--- config.mk ---
export PLATFORM = sky130hd
export DESIGN_NAME = eq_config_loader
export DESIGN_NICKNAME = d
export VERILOG_FILES = /design/src/pkg/eq_config_pkg.sv /design/src/pkg/shift_if.sv /design/src/verilog/eq_config_loader.sv /design/src/verilog/pin_sync.sv /design/src/verilog/serial_shifter.sv
export SDC_FILE = /design/constraint.sdc
export NUM_CORES = 1
export LEC_CHECK = 0
export BUFFER_PORTS_ARGS = -buffer_cell sky130_fd_sc_hd__buf_2
export CAP_MARGIN = 20
export CORE_ASPECT_RATIO = 1.25
export CORE_MARGIN = 5
export CORE_UTILIZATION = 45
export DETAILED_ROUTE_END_ITERATION = 10
export GPL_TIMING_DRIVEN = 1
export MAX_ROUTING_LAYER = met4
export PLACE_DENSITY = 0.82
export SETUP_SLACK_MARGIN = 0.1
export SLEW_MARGIN = 40
export SYNTH_ARGS = -nofsm -noshare
export SYNTH_HDL_FRONTEND = slang
export SYNTH_SLANG_ARGS = --single-unit
--- constraint.sdc ---
create_clock -name CLK -period 4.7 [get_ports CLK]
set_input_delay 0 -clock CLK [delete_from_list [all_inputs] [get_ports CLK]]
set_output_delay 0 -clock CLK [all_outputs]
set_load 0.03 [all_outputs]
--- src/pkg/eq_config_pkg.sv ---
// Purpose: Shared constants of the serial pre-emphasis and equalizer loader
// Assumes: One 10 MHz clock, the serial pins are asynchronous to it
// Notes:   Word bits are the four level bits followed by the equalizer bit
package eq_config_pkg;

    localparam int          WORD_BITS      = 5;
    localparam int          CODE_BITS      = 4;
    localparam int          CODE_LSB       = 1;
    localparam int          EQ_BIT         = 0;
    localparam int          SYNC_STAGES    = 2;
    localparam int          PIN_COUNT      = 3;
    localparam int          PIN_DATA       = 0;
    localparam int          PIN_CLOCK      = 1;
    localparam int          PIN_LOAD       = 2;

    localparam int          ADDR_BITS      = 8;
    localparam int          DATA_BITS      = 32;
    localparam int          COUNT_BITS     = 16;

    localparam logic [7:0]  OFFS_CONTROL   = 8'h00;
    localparam logic [7:0]  OFFS_STATUS    = 8'h04;
    localparam logic [7:0]  OFFS_EDGES     = 8'h08;

    localparam int          CTRL_SHIFT_EN  = 0;
    localparam int          CTRL_CLR_EDGES = 1;
    localparam logic        CTRL_SHIFT_RST = 1'b1;

    localparam int          STAT_WORD_LSB  = 0;
    localparam int          STAT_SET_LSB   = 5;
    localparam int          STAT_LOAD      = 10;
    localparam int          STAT_SCLK      = 11;

    localparam logic [4:0]  SETTING_RESET  = 5'h00;

    localparam int          CLK_HZ         = 10_000_000;
    localparam int          SCLK_MAX_HZ    = 20_000_000;
    localparam int          LOAD_MIN_NS    = 6;
    localparam int          LOAD_MIN_CYC   =
        ((LOAD_MIN_NS * (CLK_HZ / 1_000_000) + 999) / 1000 < 1) ? 1 :
        (LOAD_MIN_NS * (CLK_HZ / 1_000_000) + 999) / 1000;

endpackage : eq_config_pkg

--- src/pkg/shift_if.sv ---
// Purpose: Link between the loader top and its serial shift stage
// Assumes: All signals on the one system clock
// Notes:   The shift stage answers a shift request on the next edge
interface shift_if;
    import eq_config_pkg::*;

    logic                  shift_en;
    logic                  serial_bit;
    logic [WORD_BITS-1:0]  word;
    logic                  chain_bit;

    modport ctrl
    (
        output shift_en,
        output serial_bit,
        input  word,
        input  chain_bit
    );

    modport stage
    (
        input  shift_en,
        input  serial_bit,
        output word,
        output chain_bit
    );

endinterface : shift_if

--- src/verilog/eq_config_loader.sv ---
// Purpose: Serial loader of the pre-emphasis level and equalizer enable
// Assumes: Serial pins are asynchronous; serial clock far slower than CLK
// Notes:   Setting is transparent while the load pin is low, frozen while high
module eq_config_loader
    import eq_config_pkg::*;
(
    input  wire logic                 CLK,
    input  wire logic                 RST,
    input  wire logic                 SERIAL_DATA_IN,
    input  wire logic                 SERIAL_CLOCK_IN,
    input  wire logic                 CONFIG_LATCH_LOAD,
    output logic                      CHAIN_DATA_OUT,
    output logic                      CHAIN_CLOCK_OUT,
    output logic [CODE_BITS-1:0]      PREEMPHASIS_CODE,
    output logic                      EQUALIZER_ENABLE,
    output logic                      EQUALIZER_BYPASS,
    input  wire logic [ADDR_BITS-1:0] REG_ADDR,
    input  wire logic [DATA_BITS-1:0] REG_WDATA,
    input  wire logic                 REG_WR,
    input  wire logic                 REG_RD,
    output logic      [DATA_BITS-1:0] REG_RDATA
);

    typedef struct packed
    {
        logic                  sclk_prev;
        logic                  chain_clock;
        logic [WORD_BITS-1:0]  setting;
        logic                  shift_enable;
        logic [COUNT_BITS-1:0] edge_count;
        logic [DATA_BITS-1:0]  rdata;
    } loader_state_t;

    function automatic logic [CODE_BITS-1:0] level_select_bits
    (
        input logic [WORD_BITS-1:0] w
    );
        level_select_bits = w[CODE_LSB +: CODE_BITS];
    endfunction : level_select_bits

    function automatic logic eq_bit
    (
        input logic [WORD_BITS-1:0] w
    );
        eq_bit = w[EQ_BIT];
    endfunction : eq_bit

    loader_state_t        state;
    loader_state_t        next_state;
    logic [PIN_COUNT-1:0] pins_raw;
    logic [PIN_COUNT-1:0] pins;
    logic                 data_s;
    logic                 sclk_s;
    logic                 load_s;
    logic                 sclk_rise;
    logic [DATA_BITS-1:0] status_word;

    shift_if link ();

    // Open pins are pulled low at the pad; a low level is the idle value
    assign pins_raw[PIN_DATA]  = SERIAL_DATA_IN;
    assign pins_raw[PIN_CLOCK] = SERIAL_CLOCK_IN;
    assign pins_raw[PIN_LOAD]  = CONFIG_LATCH_LOAD;

    pin_sync #(
        .WIDTH  (PIN_COUNT)
    ) pin_sync_i (
        .clk    (CLK),
        .rst    (RST),
        .pins   (pins_raw),
        .synced (pins)
    );

    assign data_s    = pins[PIN_DATA];
    assign sclk_s    = pins[PIN_CLOCK];
    assign load_s    = pins[PIN_LOAD];
    assign sclk_rise = sclk_s & ~state.sclk_prev;

    // One shift per serial clock rise while shifting is enabled, top bit arrives first
    assign link.shift_en   = sclk_rise & state.shift_enable;
    assign link.serial_bit = data_s;

    serial_shifter serial_shifter_i (
        .clk  (CLK),
        .rst  (RST),
        .link (link.stage)
    );

    always_comb
    begin
        status_word                                = '0;
        status_word[STAT_WORD_LSB +: WORD_BITS]    = link.word;
        status_word[STAT_SET_LSB +: WORD_BITS]     = state.setting;
        status_word[STAT_LOAD]                     = load_s;
        status_word[STAT_SCLK]                     = sclk_s;
    end

    always_comb
    begin
        next_state             = state;
        next_state.sclk_prev   = sclk_s;
        // Clock leaves in the same cycle as the shifted data
        next_state.chain_clock = sclk_s;

        // Latch transparent while low, holding while high
        if (!load_s)
        begin
            next_state.setting = link.word;
        end
        else
        begin
            next_state.setting = state.setting;
        end

        if (sclk_rise)
        begin
            next_state.edge_count = state.edge_count + 1'b1;
        end

        if (REG_WR && REG_ADDR == OFFS_CONTROL)
        begin
            next_state.shift_enable = REG_WDATA[CTRL_SHIFT_EN];
            if (REG_WDATA[CTRL_CLR_EDGES])
            begin
                // A rise in the same cycle still counts
                next_state.edge_count = COUNT_BITS'(sclk_rise);
            end
        end

        next_state.rdata = '0;
        if (REG_RD)
        begin
            if (REG_ADDR == OFFS_CONTROL)
            begin
                next_state.rdata[CTRL_SHIFT_EN] = state.shift_enable;
            end
            else if (REG_ADDR == OFFS_STATUS)
            begin
                next_state.rdata = status_word;
            end
            else if (REG_ADDR == OFFS_EDGES)
            begin
                next_state.rdata[COUNT_BITS-1:0] = state.edge_count;
            end
            else
            begin
                next_state.rdata = '0;
            end
        end
    end

    always_ff @(posedge CLK)
    begin
        if (RST)
        begin
            state              <= '0;
            state.setting      <= SETTING_RESET;
            state.shift_enable <= CTRL_SHIFT_RST;
        end
        else
        begin
            state <= next_state;
        end
    end

    assign CHAIN_DATA_OUT   = link.chain_bit;
    assign CHAIN_CLOCK_OUT  = state.chain_clock;
    assign PREEMPHASIS_CODE = level_select_bits(state.setting);
    assign EQUALIZER_ENABLE = eq_bit(state.setting);
    assign EQUALIZER_BYPASS = ~eq_bit(state.setting);
    assign REG_RDATA        = state.rdata;

    // Checks

    a_shift_on_rise: assert property (@(posedge CLK) disable iff (RST)
        link.shift_en |=> link.word == {$past(link.word[WORD_BITS-2:0]), $past(data_s)})
        else $error("shift word did not advance on serial clock rise");

    a_shift_idle: assert property (@(posedge CLK) disable iff (RST)
        !link.shift_en |=> $stable(link.word))
        else $error("shift word changed without a serial clock rise");

    a_chain_delay: assert property (@(posedge CLK) disable iff (RST)
        link.shift_en |=> CHAIN_DATA_OUT == $past(link.word[WORD_BITS-1]))
        else $error("chain data is not the bit five shifts old");

    a_chain_clock: assert property (@(posedge CLK) disable iff (RST)
        sclk_rise |=> CHAIN_CLOCK_OUT && $rose(CHAIN_CLOCK_OUT))
        else $error("chain clock did not follow the serial clock rise");

    a_load_open: assert property (@(posedge CLK) disable iff (RST)
        !load_s |=> PREEMPHASIS_CODE == $past(link.word[CODE_LSB +: CODE_BITS])
                    && EQUALIZER_ENABLE == $past(link.word[EQ_BIT]))
        else $error("setting not transparent while load is low");

    a_load_hold: assert property (@(posedge CLK) disable iff (RST)
        load_s [*2] |=> $stable(PREEMPHASIS_CODE) && $stable(EQUALIZER_ENABLE))
        else $error("setting moved while load is high");

    a_eq_route: assert property (@(posedge CLK) disable iff (RST)
        EQUALIZER_BYPASS != EQUALIZER_ENABLE)
        else $error("equalizer bypass and enable agree");

    a_start_default: assert property (@(posedge CLK)
        RST |=> PREEMPHASIS_CODE == '0 && !EQUALIZER_ENABLE && !CHAIN_DATA_OUT)
        else $error("start-up setting is not 0 dB with equalizer off");

    a_level_field: assert property (@(posedge CLK) disable iff (RST)
        $past(!load_s) && !load_s |=>
            {PREEMPHASIS_CODE, EQUALIZER_ENABLE} == $past(link.word))
        else $error("level and enable bits taken from wrong word positions");

    a_status_read: assert property (@(posedge CLK) disable iff (RST)
        REG_RD && REG_ADDR == OFFS_STATUS |=>
            REG_RDATA[STAT_SET_LSB +: WORD_BITS] == $past(state.setting)
            && REG_RDATA[STAT_SET_LSB] == $past(EQUALIZER_ENABLE))
        else $error("status read does not show the held setting");

    a_bypass_open: assert property (@(posedge CLK) disable iff (RST)
        !load_s |=> EQUALIZER_BYPASS == !$past(link.word[EQ_BIT]))
        else $error("bypass does not follow the enable bit while load is low");

    a_bypass_hold: assert property (@(posedge CLK) disable iff (RST)
        load_s [*2] |=> $stable(EQUALIZER_BYPASS))
        else $error("bypass moved while load is high");

    a_chain_follow: assert property (@(posedge CLK) disable iff (RST)
        1'b1 |=> CHAIN_CLOCK_OUT == $past(sclk_s))
        else $error("chain clock does not repeat the synced serial clock");

    a_chain_fall: assert property (@(posedge CLK) disable iff (RST)
        $fell(sclk_s) |=> !CHAIN_CLOCK_OUT)
        else $error("chain clock stayed high after the serial clock fell");

    a_chain_hold: assert property (@(posedge CLK) disable iff (RST)
        !link.shift_en |=> $stable(CHAIN_DATA_OUT))
        else $error("chain data changed without a shift");

    a_shift_frozen: assert property (@(posedge CLK) disable iff (RST)
        sclk_rise && !state.shift_enable |=> $stable(link.word))
        else $error("shift word moved while shifting is disabled");

    a_rise_needed: assert property (@(posedge CLK) disable iff (RST)
        link.shift_en |-> sclk_s && !$past(sclk_s))
        else $error("shift requested without a serial clock rise");

    a_count_rise: assert property (@(posedge CLK) disable iff (RST)
        sclk_rise && !(REG_WR && REG_ADDR == OFFS_CONTROL && REG_WDATA[CTRL_CLR_EDGES]) |=>
            state.edge_count == $past(state.edge_count) + 1'b1)
        else $error("serial clock rise was not counted");

    a_count_clear: assert property (@(posedge CLK) disable iff (RST)
        REG_WR && REG_ADDR == OFFS_CONTROL && REG_WDATA[CTRL_CLR_EDGES] |=>
            state.edge_count == COUNT_BITS'($past(sclk_rise)))
        else $error("edge count clear lost a rise in the same cycle");

    a_pin_delay: assert property (@(posedge CLK) disable iff (RST)
        !$past(RST) && !$past(RST, 2) |->
            {data_s, sclk_s, load_s} == {$past(SERIAL_DATA_IN, 2), $past(SERIAL_CLOCK_IN, 2),
                                         $past(CONFIG_LATCH_LOAD, 2)})
        else $error("pin did not reach the logic two clocks after it changed");

    a_start_route: assert property (@(posedge CLK)
        RST |=> EQUALIZER_BYPASS && !CHAIN_CLOCK_OUT && REG_RDATA == '0)
        else $error("start-up leaves the equalizer routed or a chain pin high");

    a_word_read: assert property (@(posedge CLK) disable iff (RST)
        REG_RD && REG_ADDR == OFFS_STATUS |=>
            REG_RDATA[STAT_WORD_LSB +: WORD_BITS] == $past(link.word))
        else $error("status read does not show the five-bit shift word");

    a_edges_read: assert property (@(posedge CLK) disable iff (RST)
        REG_RD && REG_ADDR == OFFS_EDGES |=>
            REG_RDATA[COUNT_BITS-1:0] == $past(state.edge_count))
        else $error("edge count read does not match the counter");

    a_ctrl_write: assert property (@(posedge CLK) disable iff (RST)
        REG_WR && REG_ADDR == OFFS_CONTROL |=>
            state.shift_enable == $past(REG_WDATA[CTRL_SHIFT_EN]))
        else $error("control write did not set the shift enable");

    a_ctrl_read: assert property (@(posedge CLK) disable iff (RST)
        REG_RD && REG_ADDR == OFFS_CONTROL |=>
            REG_RDATA == DATA_BITS'($past(state.shift_enable)))
        else $error("control read does not show the shift enable");

    a_read_idle: assert property (@(posedge CLK) disable iff (RST)
        !REG_RD |=> REG_RDATA == '0)
        else $error("read data present without a read strobe");

    a_read_unmapped: assert property (@(posedge CLK) disable iff (RST)
        REG_RD && REG_ADDR != OFFS_CONTROL && REG_ADDR != OFFS_STATUS
            && REG_ADDR != OFFS_EDGES |=> REG_RDATA == '0)
        else $error("read of an unused address returned data");

    a_status_pins: assert property (@(posedge CLK) disable iff (RST)
        REG_RD && REG_ADDR == OFFS_STATUS |=>
            REG_RDATA[STAT_LOAD] == $past(load_s) && REG_RDATA[STAT_SCLK] == $past(sclk_s))
        else $error("status read does not show the synced load and clock pins");

endmodule : eq_config_loader

--- src/verilog/pin_sync.sv ---
// Purpose: Two-flop synchroniser for a group of asynchronous pins
// Assumes: Synchronous active-high reset
// Notes:   Only the second stage is visible outside
module pin_sync
    import eq_config_pkg::*;
#(
    parameter int WIDTH = PIN_COUNT
)
(
    input  wire logic             clk,
    input  wire logic             rst,
    input  wire logic [WIDTH-1:0] pins,
    output logic      [WIDTH-1:0] synced
);

    typedef struct packed
    {
        logic [WIDTH-1:0] meta;
        logic [WIDTH-1:0] stable;
    } sync_state_t;

    sync_state_t state;
    sync_state_t next_state;

    always_comb
    begin
        next_state        = state;
        next_state.meta   = pins;
        next_state.stable = state.meta;
    end

    always_ff @(posedge clk)
    begin
        if (rst)
        begin
            state <= '0;
        end
        else
        begin
            state <= next_state;
        end
    end

    assign synced = state.stable;

endmodule : pin_sync

--- src/verilog/serial_shifter.sv ---
// Purpose: Five-stage serial shift register with a chained output stage
// Assumes: One shift request per detected serial clock rise
// Notes:   Chain bit takes the oldest bit before the shift, so it lags 5 shifts
module serial_shifter
    import eq_config_pkg::*;
(
    input  wire logic clk,
    input  wire logic rst,
    shift_if.stage    link
);

    typedef struct packed
    {
        logic [WORD_BITS-1:0] word;
        logic                 chain_bit;
    } shifter_state_t;

    shifter_state_t state;
    shifter_state_t next_state;

    always_comb
    begin
        next_state = state;
        if (link.shift_en)
        begin
            // Oldest bit leaves toward the next device
            next_state.chain_bit = state.word[WORD_BITS-1];
            next_state.word      = {state.word[WORD_BITS-2:0], link.serial_bit};
        end
    end

    always_ff @(posedge clk)
    begin
        if (rst)
        begin
            state <= '0;
        end
        else
        begin
            state <= next_state;
        end
    end

    assign link.word      = state.word;
    assign link.chain_bit = state.chain_bit;

endmodule : serial_shifter
==> results.py, run 1 <==
metrics = {
    "die": {
        "floorplan.core_area_um2": 4690,
        "io-pin-count": 87,
        "chipWidth_um": 72.1,
        "floorplan.initialDensity_pct": 46.2,
        "row_count": 28,
        "dieArea_um2": 6320,
        "die_height_um": 87.6,
    },
    "grt": {
        "grt_start_max_net_pins": 23,
        "overflow": 0,
        "track_usage_pct": 13.8,
        "first_pass_grt_wire_length_um": 6580,
        "antenna_found_initial": 0,
        "number_of_global_route_vias_before_repair": 1493,
    },
    "synthesis": {
        "synth_async_sr_flop_share_pct": 0,
        "syn_area_per_cell_um2": 9.43,
        "synth.distinct_cells": 36,
        "synth.ff_latch_count": 51,
        "ys_warn_count": 0,
        "dominantRegCellSynth": "sky130_fd_sc_hd__dfxtp_1",
        "synth_area_um2": 2170,
        "syn-instance-count": 230,
        "synth-seq-area-share_pct": 47.1,
        "synth-edff-count": 0,
    },
    "layout": {
        "number_of_inserted_filler_cells_in_the_final_layout": 443,
        "most-common-layout-cells": "51 x sky130_fd_sc_hd__dfxtp_1, 40 x sky130_fd_sc_hd__buf_2, 20 x sky130_fd_sc_hd__nor2_1, 16 x sky130_fd_sc_hd__conb_1, 13 x sky130_fd_sc_hd__nand2_1",
        "drive_gt1_share_pct": 21.3,
        "nNetsFinal": 300,
        "mostFrequentLayoutCell": "sky130_fd_sc_hd__dfxtp_1",
        "antenna_cells": 0,
        "layout.cells.non_filler": 313,
        "flow.area_growth_from_synthesis_pct": 9.75,
    },
    "worst_setup_path": {
        "endpoint_type_of_the_worst_setup_path": "flip-flop",
        "critPathKind": "flip-flop to flip-flop",
        "regToRegEndpoint": "state[47]",
        "ff2ff_setup_slack_ns": 2.67,
        "timing.critical_path.from": "state[34]",
        "reg2reg_depth": 4,
        "startpoint_type": "flip-flop",
        "end_point_of_the_critical_path": "state[47]",
        "worst_ep_arrival_time_ns": 2.27,
        "cp_max_fo": 11,
        "crit_required_ns": 4.94,
        "rr_startpoint": "state[34]",
    },
    "clock_network": {
        "tritoncts": "done",
        "clkSlewWorstSetupHoldPaths_ns": 0.09,
        "postCtsSetupRepairBufs": 0,
        "htree_levels": 2,
        "clkLatencyLatePin_ns": 0.30,
        "cts_buffer_count": 5,
        "cts_max_path_buffers": 2,
        "tritoncts_sinks": 51,
        "clockRootBuffer": "sky130_fd_sc_hd__clkbuf_8",
    },
    "drt": {
        "routed_len_inst_um": 12.4,
        "antenna_left": 0,
        "routed-via-count": 1528,
        "drt-pass1-iter-count": 4,
        "via_per_inst": 4.88,
        "routed_wirelength_um": 3890,
        "iter_0_drt_violations": 83,
        "route.detailed.drc": 0,
    },
    "sta": {
        "grt_setup_unrepaired": "false",
        "achievable-frequency_mhz": 493,
        "hold_violations": 0,
        "finalWorstPathRequiredPeriod_ns": 2.03,
        "timing.slew.headroom_pct": 46.7,
        "final.period_utilization_pct": 43.1,
        "tightest_slew_ns": 0.796,
        "finClkSkew_ns": 0.00680,
        "slew_viol_final": 0,
        "setup_viol": 0,
        "fin_tns_setup_ns": 0,
    },
    "placed_design": {
        "port-buffer-count": 40,
        "finalWeightedCongestion": 0.775,
        "hpwlAfterDp_um": 2840,
        "dp.cells": 301,
    },
    "power_and_ir_drop": {
        "worst_ir_drop_vdd_uv": 189,
        "total_power_w": 0.000834,
        "p_per_area_nw_per_um2": 351,
        "power_leakage_nw": 0.957,
    },
    "outcome": {
        "outcome": "completed",
    },
    "min_path": {
        "holdCritPathClass": "primary input to flip-flop",
    },
    "job": {
        "max-cap-violations": 0,
    },
}
==> registers in the layout (all words and copies together) (netlist names) <==
| signal | count |
|---|---|
| CHAIN_CLOCK_OUT | 1 |
| EQUALIZER_ENABLE | 1 |
| PREEMPHASIS_CODE | 4 |
| REG_RDATA | 16 |
| pin_sync_i.next_state | 3 |
| pin_sync_i.synced | 3 |
| serial_shifter_i.link.chain_bit | 1 |
| serial_shifter_i.link.word | 5 |
| state | 17 |
==> synth_stat cells (2+ instances only) <==
cell type	n	area, um2
sky130_fd_sc_hd__xor2_1	4	35.0
sky130_fd_sc_hd__nor2_1	20	75.1
sky130_fd_sc_hd__xnor2_1	7	61.3
sky130_fd_sc_hd__nor4_1	3	18.8
sky130_fd_sc_hd__nor3_1	4	20.0
sky130_fd_sc_hd__mux2i_1	7	70.1
sky130_fd_sc_hd__nand4_1	5	31.3
sky130_fd_sc_hd__buf_1	2	7.51
sky130_fd_sc_hd__nor2b_1	10	62.6
sky130_fd_sc_hd__and2_1	4	25.0
sky130_fd_sc_hd__dfxtp_1	51	1020
sky130_fd_sc_hd__nand3_1	12	60.1
sky130_fd_sc_hd__a22o_1	9	78.8
sky130_fd_sc_hd__nand2_1	13	48.8
sky130_fd_sc_hd__clkbuf_1	5	18.8
sky130_fd_sc_hd__a21oi_1	10	50.1
sky130_fd_sc_hd__o21ai_0	5	25.0
sky130_fd_sc_hd__inv_1	4	15.0
sky130_fd_sc_hd__buf_4	36	270
sky130_fd_sc_hd__or3_1	3	18.8
==> layout make-up <==
| cell class | instances | area (um2) | share of cell area [%] |
|---|---|---|---|
| multi-input combinational | 146 | 896 | 37.6 |
| sequential | 51 | 1020 | 42.9 |
| inverter | 4 | 15.0 | 0.631 |
| tap | 60 | 75.1 | 3.15 |
| clock inverter | 2 | 60.1 | 2.52 |
| timing repair buffer | 44 | 240 | 10.1 |
| clock buffer | 6 | 72.6 | 3.05 |
==> stage by stage <==
| step | utilization (%) | hold WS [ns] | setup slack [ns] | area (um2) |
|---|---|---|---|---|
| after floorplan | - | 0.128 | 3.00 | 2220 |
| after global placement | 46.8 | 0.207 | 2.73 | 2200 |
| after detailed placement | 46.8 | 0.212 | 2.68 | 2200 |
| after CTS | 50.5 | 0.0212 | 2.67 | 2370 |
| after global routing | 50.7 | 0.0380 | 2.55 | 2380 |
| final | 50.7 | 0.0276 | 2.67 | 2380 |
==> what timing repair did <==
item | 4_1_cts | 5_1_grt
hold endpoints to repair | 4 | 0
hold buffers | 4 | 0
resized for setup | 0 | 0
endpoints found under the setup margin | 0 | 0
==> cell families (layout without fill, tap and decap cells) <==
group / after synthesis / count (layout) / share of synthesized area (%)
flops: 51 / 51 / 47.1
other cells: 1 / 16 / 0.173
mux: 7 / 7 / 3.23
xor+xnor: 11 / 11 / 4.44
buf+inv: 48 / 56 / 14.6
compound gates: 28 / 28 / 8.83
fa+ha+maj: 1 / 1 / 0.577
simple gates: 83 / 83 / 21.1
==> layer usage <==
metal	vias to the layer above	track usage, %	share of wire, %
met5	-	-	0
met4	0	6.84	1.8
met3	7	4.82	6.8
met2	45	23.0	52
met1	701	14.4	40
li1	775	-	-
==> how the worst min path moves through the flow <==
stage,startpoint,endpoint,slack [ns],cells past startpoint
after floorplan,SERIAL_DATA_IN,pin_sync_i.next_state[0],0.13,1
after global placement,SERIAL_CLOCK_IN,pin_sync_i.next_state[1],0.21,2
after detailed placement,CONFIG_LATCH_LOAD,pin_sync_i.next_state[2],0.21,2
after CTS,REG_ADDR[6],REG_RDATA[11],0.02,4
after global routing,REG_ADDR[6],REG_RDATA[11],0.04,4
final,REG_ADDR[6],REG_RDATA[11],0.03,4
==> worst max-delay path: stages, from the launching register on <==
cell                       delay, ns
sky130_fd_sc_hd__dfxtp_1        0.41
sky130_fd_sc_hd__nand4b_1       0.38
sky130_fd_sc_hd__or4_4          0.68
sky130_fd_sc_hd__or3_1          0.36
sky130_fd_sc_hd__a21oi_1        0.13
==> report_power, final <==
| part | leakage [nW] | internal (W) | switching (W) | total (W) |
|---|---|---|---|---|
| registers | 0.412 | 0.000435 | 0.00000306 | 0.000438 |
| clock network | 0.0654 | 0.000213 | 0.000138 | 0.000351 |
| logic | 0.479 | 0.0000133 | 0.0000319 | 0.0000452 |
| total | 0.957 | 0.000661 | 0.000173 | 0.000834 |
Power figures use the tool's default switching activity.
==> inputs of run 2 (changes only) <==
==> constraint.sdc (replaced) <==
create_clock -name CLK -period 2 [get_ports CLK]
set_input_delay 0 -clock CLK [delete_from_list [all_inputs] [get_ports CLK]]
set_output_delay 0 -clock CLK [all_outputs]
set_load 0.03 [all_outputs]
==> results.py, run 2 (synthesis results as in run 1) <==
metrics = {
    "grt": {
        "grt_start_max_net_pins": 23,
        "track_usage_pct": 13.1,
        "overflow": 0,
        "number_of_global_route_vias_before_repair": 1459,
        "first_pass_grt_wire_length_um": 6290,
        "antenna_found_initial": 0,
    },
    "die": {
        "die_height_um": 87.6,
        "floorplan.core_area_um2": 4690,
        "chipWidth_um": 72.1,
        "row_count": 28,
        "floorplan.initialDensity_pct": 46.2,
        "dieArea_um2": 6320,
        "io-pin-count": 87,
    },
    "power_and_ir_drop": {
        "clkPwrFrac_pct": 33.9,
        "share_seq_of_total_power_pct": 59.9,
        "p_sw_share_pct": 22.8,
        "p_per_area_nw_per_um2": 727,
        "comb_power_share_pct": 6.2,
        "power.switching_w": 0.000391,
        "power_leakage_nw": 0.959,
        "power.internal_w": 0.00133,
        "worst_ir_drop_vdd_uv": 417,
    },
    "clock_network": {
        "tritoncts": "done",
        "tritoncts_sinks": 51,
        "postCtsSetupRepairBufs": 0,
        "clkSlewWorstSetupHoldPaths_ns": 0.08,
        "clkLatencyLatePin_ns": 0.30,
        "cts.repair.resized": 0,
        "htree_levels": 2,
        "cts-hold-fix-buffers": 4,
        "clockRootBuffer": "sky130_fd_sc_hd__clkbuf_8",
        "cts_max_path_buffers": 2,
        "cts_buffer_count": 5,
    },
    "worst_setup_path": {
        "crit_required_ns": 2.23,
        "worst_path_largest_cell_delay_ns": 0.55,
        "crit_chain": "nand4_2 > or4_4 > or3_1 > a21oi_1",
        "end_point_of_the_critical_path": "state[47]",
        "reg2reg_depth": 4,
        "ff2ff_setup_slack_ns": 0.22,
        "endpoint_type_of_the_worst_setup_path": "flip-flop",
        "startpoint_type": "flip-flop",
        "rr_startpoint": "state[38]",
        "critPathKind": "flip-flop to flip-flop",
        "cp_max_fo": 7,
        "timing.critical_path.from": "state[38]",
        "cp_slowest_cell": "sky130_fd_sc_hd__or4_4",
        "worst_ep_arrival_time_ns": 2.01,
        "regToRegEndpoint": "state[47]",
    },
    "sta": {
        "fin_tns_setup_ns": 0,
        "finClkSkew_ns": 0.00542,
        "hold_violations": 0,
        "grt_setup_unrepaired": "false",
        "worst_hold_slack_ns": 0.0317,
        "setup_viol": 0,
        "finalWorstPathRequiredPeriod_ns": 1.78,
        "tightest_slew_ns": 0.544,
        "slew_viol_final": 0,
        "timing.slew.headroom_pct": 63.8,
        "final.period_utilization_pct": 89.0,
        "achievable-frequency_mhz": 562,
    },
    "layout": {
        "nNetsFinal": 305,
        "antenna_cells": 0,
        "flow.area_growth_from_synthesis_pct": 9.00,
        "most-common-layout-cells": "51 x sky130_fd_sc_hd__dfxtp_1, 40 x sky130_fd_sc_hd__buf_2, 20 x sky130_fd_sc_hd__nor2_1, 16 x sky130_fd_sc_hd__conb_1, 13 x sky130_fd_sc_hd__nand2_1",
        "drive_gt1_share_pct": 22.6,
        "largest_reg_flops": 17,
        "mostFrequentLayoutCell": "sky130_fd_sc_hd__dfxtp_1",
        "largest-register": "state",
    },
    "min_path": {
        "timing.hold.worst_path_depth": 4,
        "holdCritPathClass": "primary input to flip-flop",
    },
    "placed_design": {
        "hpwlAfterDp_um": 2760,
        "finalWeightedCongestion": 0.799,
        "port-buffer-count": 40,
    },
    "drt": {
        "routed_len_inst_um": 11.9,
        "route.detailed.drc": 0,
        "via_per_inst": 4.85,
        "antenna_left": 0,
        "routed_wirelength_um": 3790,
        "iter_0_drt_violations": 103,
        "drt-pass1-iter-count": 4,
        "routed-via-count": 1538,
    },
    "job": {
        "max-cap-violations": 0,
    },
    "outcome": {
        "outcome": "completed",
    },
}
==> run 2: changes by cell type in the layout (fill, tap and decap cells not counted), sizes merged <==
cell and change:
buf +5, clkinv +1, bufinv -2
==> run 2: power groups by stage <==
stage | clock, W | combinational (W) | sequential [W]
after floorplan | 0 | 0.0000973 | 0.00105
after global placement | 0 | 0.0000989 | 0.00105
after detailed placement | 0 | 0.000100 | 0.00105
after CTS | 0.000604 | 0.000106 | 0.00103
after global routing | 0.000654 | 0.000116 | 0.00103
final | 0.000581 | 0.000107 | 0.00103
==> run 2: worst min-delay path by stage <==
stage | startpoint | endpoint | slack, ns
after floorplan | SERIAL_DATA_IN | pin_sync_i.next_state[0] | 0.13
after global placement | SERIAL_CLOCK_IN | pin_sync_i.next_state[1] | 0.21
after detailed placement | CONFIG_LATCH_LOAD | pin_sync_i.next_state[2] | 0.22
after CTS | REG_ADDR[6] | REG_RDATA[11] | 0.02
after global routing | REG_ADDR[6] | REG_RDATA[11] | 0.02
final | REG_ADDR[6] | REG_RDATA[11] | 0.03
==> run 2: area by class of cell <==
class	instances	area, um2
clock buffers	6	82.6
fillers	442	2330
clock inverters	1	5.00
well taps	60	75.1
flip-flops and latches	51	1020
multi-input cells	146	887
repair buffers	49	278
inverters	4	15.0
==> run 2: through the flow <==
stage | instance area [um2] | setup WS [ns] | total power (W) | util [%] | instances
finish | 2360 | 0.219 | 0.00172 | 50.3 | 317
global route | 2360 | 0.109 | 0.00180 | 50.3 | 317
CTS | 2360 | 0.216 | 0.00174 | 50.3 | 317
detailed placement | 2240 | 0.248 | 0.00115 | 47.6 | 306
global placement | 2240 | 0.304 | 0.00115 | 47.6 | 306
floorplan | 2220 | 0.302 | 0.00115 | - | 245
==> run 2: worst max-delay path: cells and delay by family, from the launching register on <==
kind            cells  cell delay, ns
simple gates        3            1.11
compound gates      1            0.14
flops               1            0.46
==> run 2: per-layer routing <==
| layer | share of wire [%] | vias up | track usage [%] |
|---|---|---|---|
| li1 | - | 780 | - |
| met1 | 42 | 701 | 14.8 |
| met2 | 48 | 50 | 21.0 |
| met3 | 7.3 | 7 | 4.36 |
| met4 | 2.1 | 0 | 5.81 |
| met5 | 0 | - | - |
==> inputs of run 3 (changes only) <==
--- a/config.mk
+++ b/config.mk
@@ -13,7 +13,7 @@
 export DETAILED_ROUTE_END_ITERATION = 10
 export GPL_TIMING_DRIVEN = 1
 export MAX_ROUTING_LAYER = met4
-export PLACE_DENSITY = 0.82
+export PLACE_DENSITY = 0.86
 export SETUP_SLACK_MARGIN = 0.1
 export SLEW_MARGIN = 40
 export SYNTH_ARGS = -nofsm -noshare
==> results.py, run 3 (synthesis results as in run 1) <==
metrics = {
    "outcome": {
        "outcome": "completed",
    },
    "layout": {
        "nNetsFinal": 304,
        "mostFrequentLayoutCell": "sky130_fd_sc_hd__dfxtp_1",
        "largest_reg_flops": 17,
        "antenna_cells": 0,
        "number_of_inserted_filler_cells_in_the_final_layout": 448,
        "most-common-layout-cells": "51 x sky130_fd_sc_hd__dfxtp_1, 40 x sky130_fd_sc_hd__buf_2, 20 x sky130_fd_sc_hd__nor2_1, 16 x sky130_fd_sc_hd__conb_1, 13 x sky130_fd_sc_hd__nand2_1",
        "largest-register": "state",
        "layout.cells.non_filler": 317,
        "drive_gt1_share_pct": 22.6,
        "flow.area_growth_from_synthesis_pct": 10.9,
    },
    "clock_network": {
        "clockRootBuffer": "sky130_fd_sc_hd__clkbuf_8",
        "cts_buffer_count": 5,
        "tritoncts_sinks": 51,
        "clkSlewWorstSetupHoldPaths_ns": 0.09,
        "cts_max_path_buffers": 2,
        "tritoncts": "done",
        "clkLatencyLatePin_ns": 0.31,
        "cts.repair.resized": 0,
        "htree_levels": 2,
        "postCtsSetupRepairBufs": 0,
    },
    "sta": {
        "finalWorstPathRequiredPeriod_ns": 1.78,
        "setup_viol": 0,
        "achievable-frequency_mhz": 562,
        "timing.slew.headroom_pct": 58.5,
        "timing.final.ws_setup_ns": 0.222,
        "tightest_slew_ns": 0.616,
        "worst_hold_slack_ns": 0.0175,
        "final.period_utilization_pct": 88.9,
        "fin_tns_setup_ns": 0,
        "finClkSkew_ns": 0.00936,
        "slew_viol_final": 0,
        "grt_setup_unrepaired": "false",
        "hold_violations": 0,
    },
    "placed_design": {
        "pre_cts_slack_ns": 0.248,
        "hpwlAfterDp_um": 2910,
        "port-buffer-count": 40,
        "dp.cells": 305,
        "finalWeightedCongestion": 0.804,
    },
    "worst_setup_path": {
        "cp_slowest_cell": "sky130_fd_sc_hd__or4_4",
        "rr_startpoint": "state[38]",
        "regToRegEndpoint": "state[47]",
        "critPathTopFamily": "simple AND/OR/NAND/NOR gates",
        "count_of_buffer_and_inverter_cells_on_the_critical_path": 0,
        "cp_max_fo": 7,
        "crit_chain": "nand4_2 > or4_4 > or3_1 > a21oi_1",
        "ff2ff_setup_slack_ns": 0.22,
        "reg2reg_depth": 4,
        "worst_path_largest_cell_delay_ns": 0.54,
        "worst_ep_arrival_time_ns": 2.02,
        "critPathKind": "flip-flop to flip-flop",
        "end_point_of_the_critical_path": "state[47]",
        "startpoint_type": "flip-flop",
        "crit_required_ns": 2.24,
        "critical_path_cell_count": 4,
        "endpoint_type_of_the_worst_setup_path": "flip-flop",
        "timing.critical_path.from": "state[38]",
    },
    "min_path": {
        "holdCritPathClass": "primary input to flip-flop",
    },
    "drt": {
        "routed_wirelength_um": 3970,
        "routed_len_inst_um": 12.5,
        "via_per_inst": 5.03,
        "iter_0_drt_violations": 100,
        "antenna_left": 0,
        "drt-pass1-iter-count": 6,
        "route.detailed.drc": 0,
        "routed-via-count": 1593,
    },
    "grt": {
        "antenna_found_initial": 0,
        "first_pass_grt_wire_length_um": 6710,
        "overflow": 0,
        "number_of_global_route_vias_before_repair": 1484,
        "track_usage_pct": 13.7,
        "grt_start_max_net_pins": 23,
    },
    "die": {
        "floorplan.initialDensity_pct": 46.2,
        "io-pin-count": 87,
        "die_height_um": 87.6,
        "dieArea_um2": 6320,
        "chipWidth_um": 72.1,
        "floorplan.core_area_um2": 4690,
        "row_count": 28,
    },
    "power_and_ir_drop": {
        "power_leakage_nw": 0.971,
        "p_per_area_nw_per_um2": 821,
        "worst_ir_drop_vdd_uv": 482,
    },
    "job": {
        "max-cap-violations": 0,
    },
}
-- run 3: cell count changes in the layout (fill, tap and decap cells not counted), sizes merged --
cell	delta
clkbuf	-1
bufinv	+2
clkinv	-1
buf	-1
clkinvlp	+1
-- run 3: power breakdown --
group          switching, W  leakage, nW  internal (W)  total, W
combinational     0.0000744        0.494     0.0000316  0.000106
clock              0.000340       0.0644      0.000499  0.000839
sequential       0.00000700        0.412       0.00102   0.00103
-- run 3: timing repair --
action | 4_1_cts | 5_1_grt
endpoints found under the setup margin | 0 | 0
hold buffers | 4 | 0
endpoints found under the hold margin | 4 | 0
-- run 3: tightest hold or removal path: stages --
cell and delay, ns:
sky130_fd_sc_hd__buf_2 0.10, sky130_fd_sc_hd__nor4_4 0.05, sky130_fd_sc_hd__nand3_1 0.08, sky130_fd_sc_hd__o2bb2ai_1 0.05
-- run 3: metal layers --
metal / GRT usage, % / wire length [um]
met3: 3.67 / 258
met1: 14.3 / 1520
met5: - / 0
met4: 4.96 / 72
met2: 24.6 / 2110
-- run 3: worst min path at each step --
stage | endpoint | start | depth (start not counted)
after global routing | REG_RDATA[11] | REG_ADDR[6] | 4
after detailed placement | pin_sync_i.next_state[2] | CONFIG_LATCH_LOAD | 2
final | REG_RDATA[11] | REG_ADDR[6] | 4
after global placement | pin_sync_i.next_state[0] | SERIAL_DATA_IN | 2
after CTS | REG_RDATA[11] | REG_ADDR[6] | 4
after floorplan | pin_sync_i.next_state[0] | SERIAL_DATA_IN | 1
-- run 3: cell type report --
type	instances	area (um2)	area share, %
clock buffers	5	68.8	2.86
clock inverters	3	67.6	2.81
inverters	4	15.0	0.624
multi-input cells	146	887	36.9
flip-flops and latches	51	1020	42.5
well taps	60	75.1	3.12
repair buffers	48	270	11.2
-- run 3: metrics by stage --
stage | power [W] | area, um2 | util [%]
after floorplan | 0.00115 | 2220 | -
after global placement | 0.00115 | 2230 | 47.5
after detailed placement | 0.00115 | 2230 | 47.5
after CTS | 0.00199 | 2400 | 51.2
after global routing | 0.00204 | 2400 | 51.2
final | 0.00197 | 2400 | 51.2
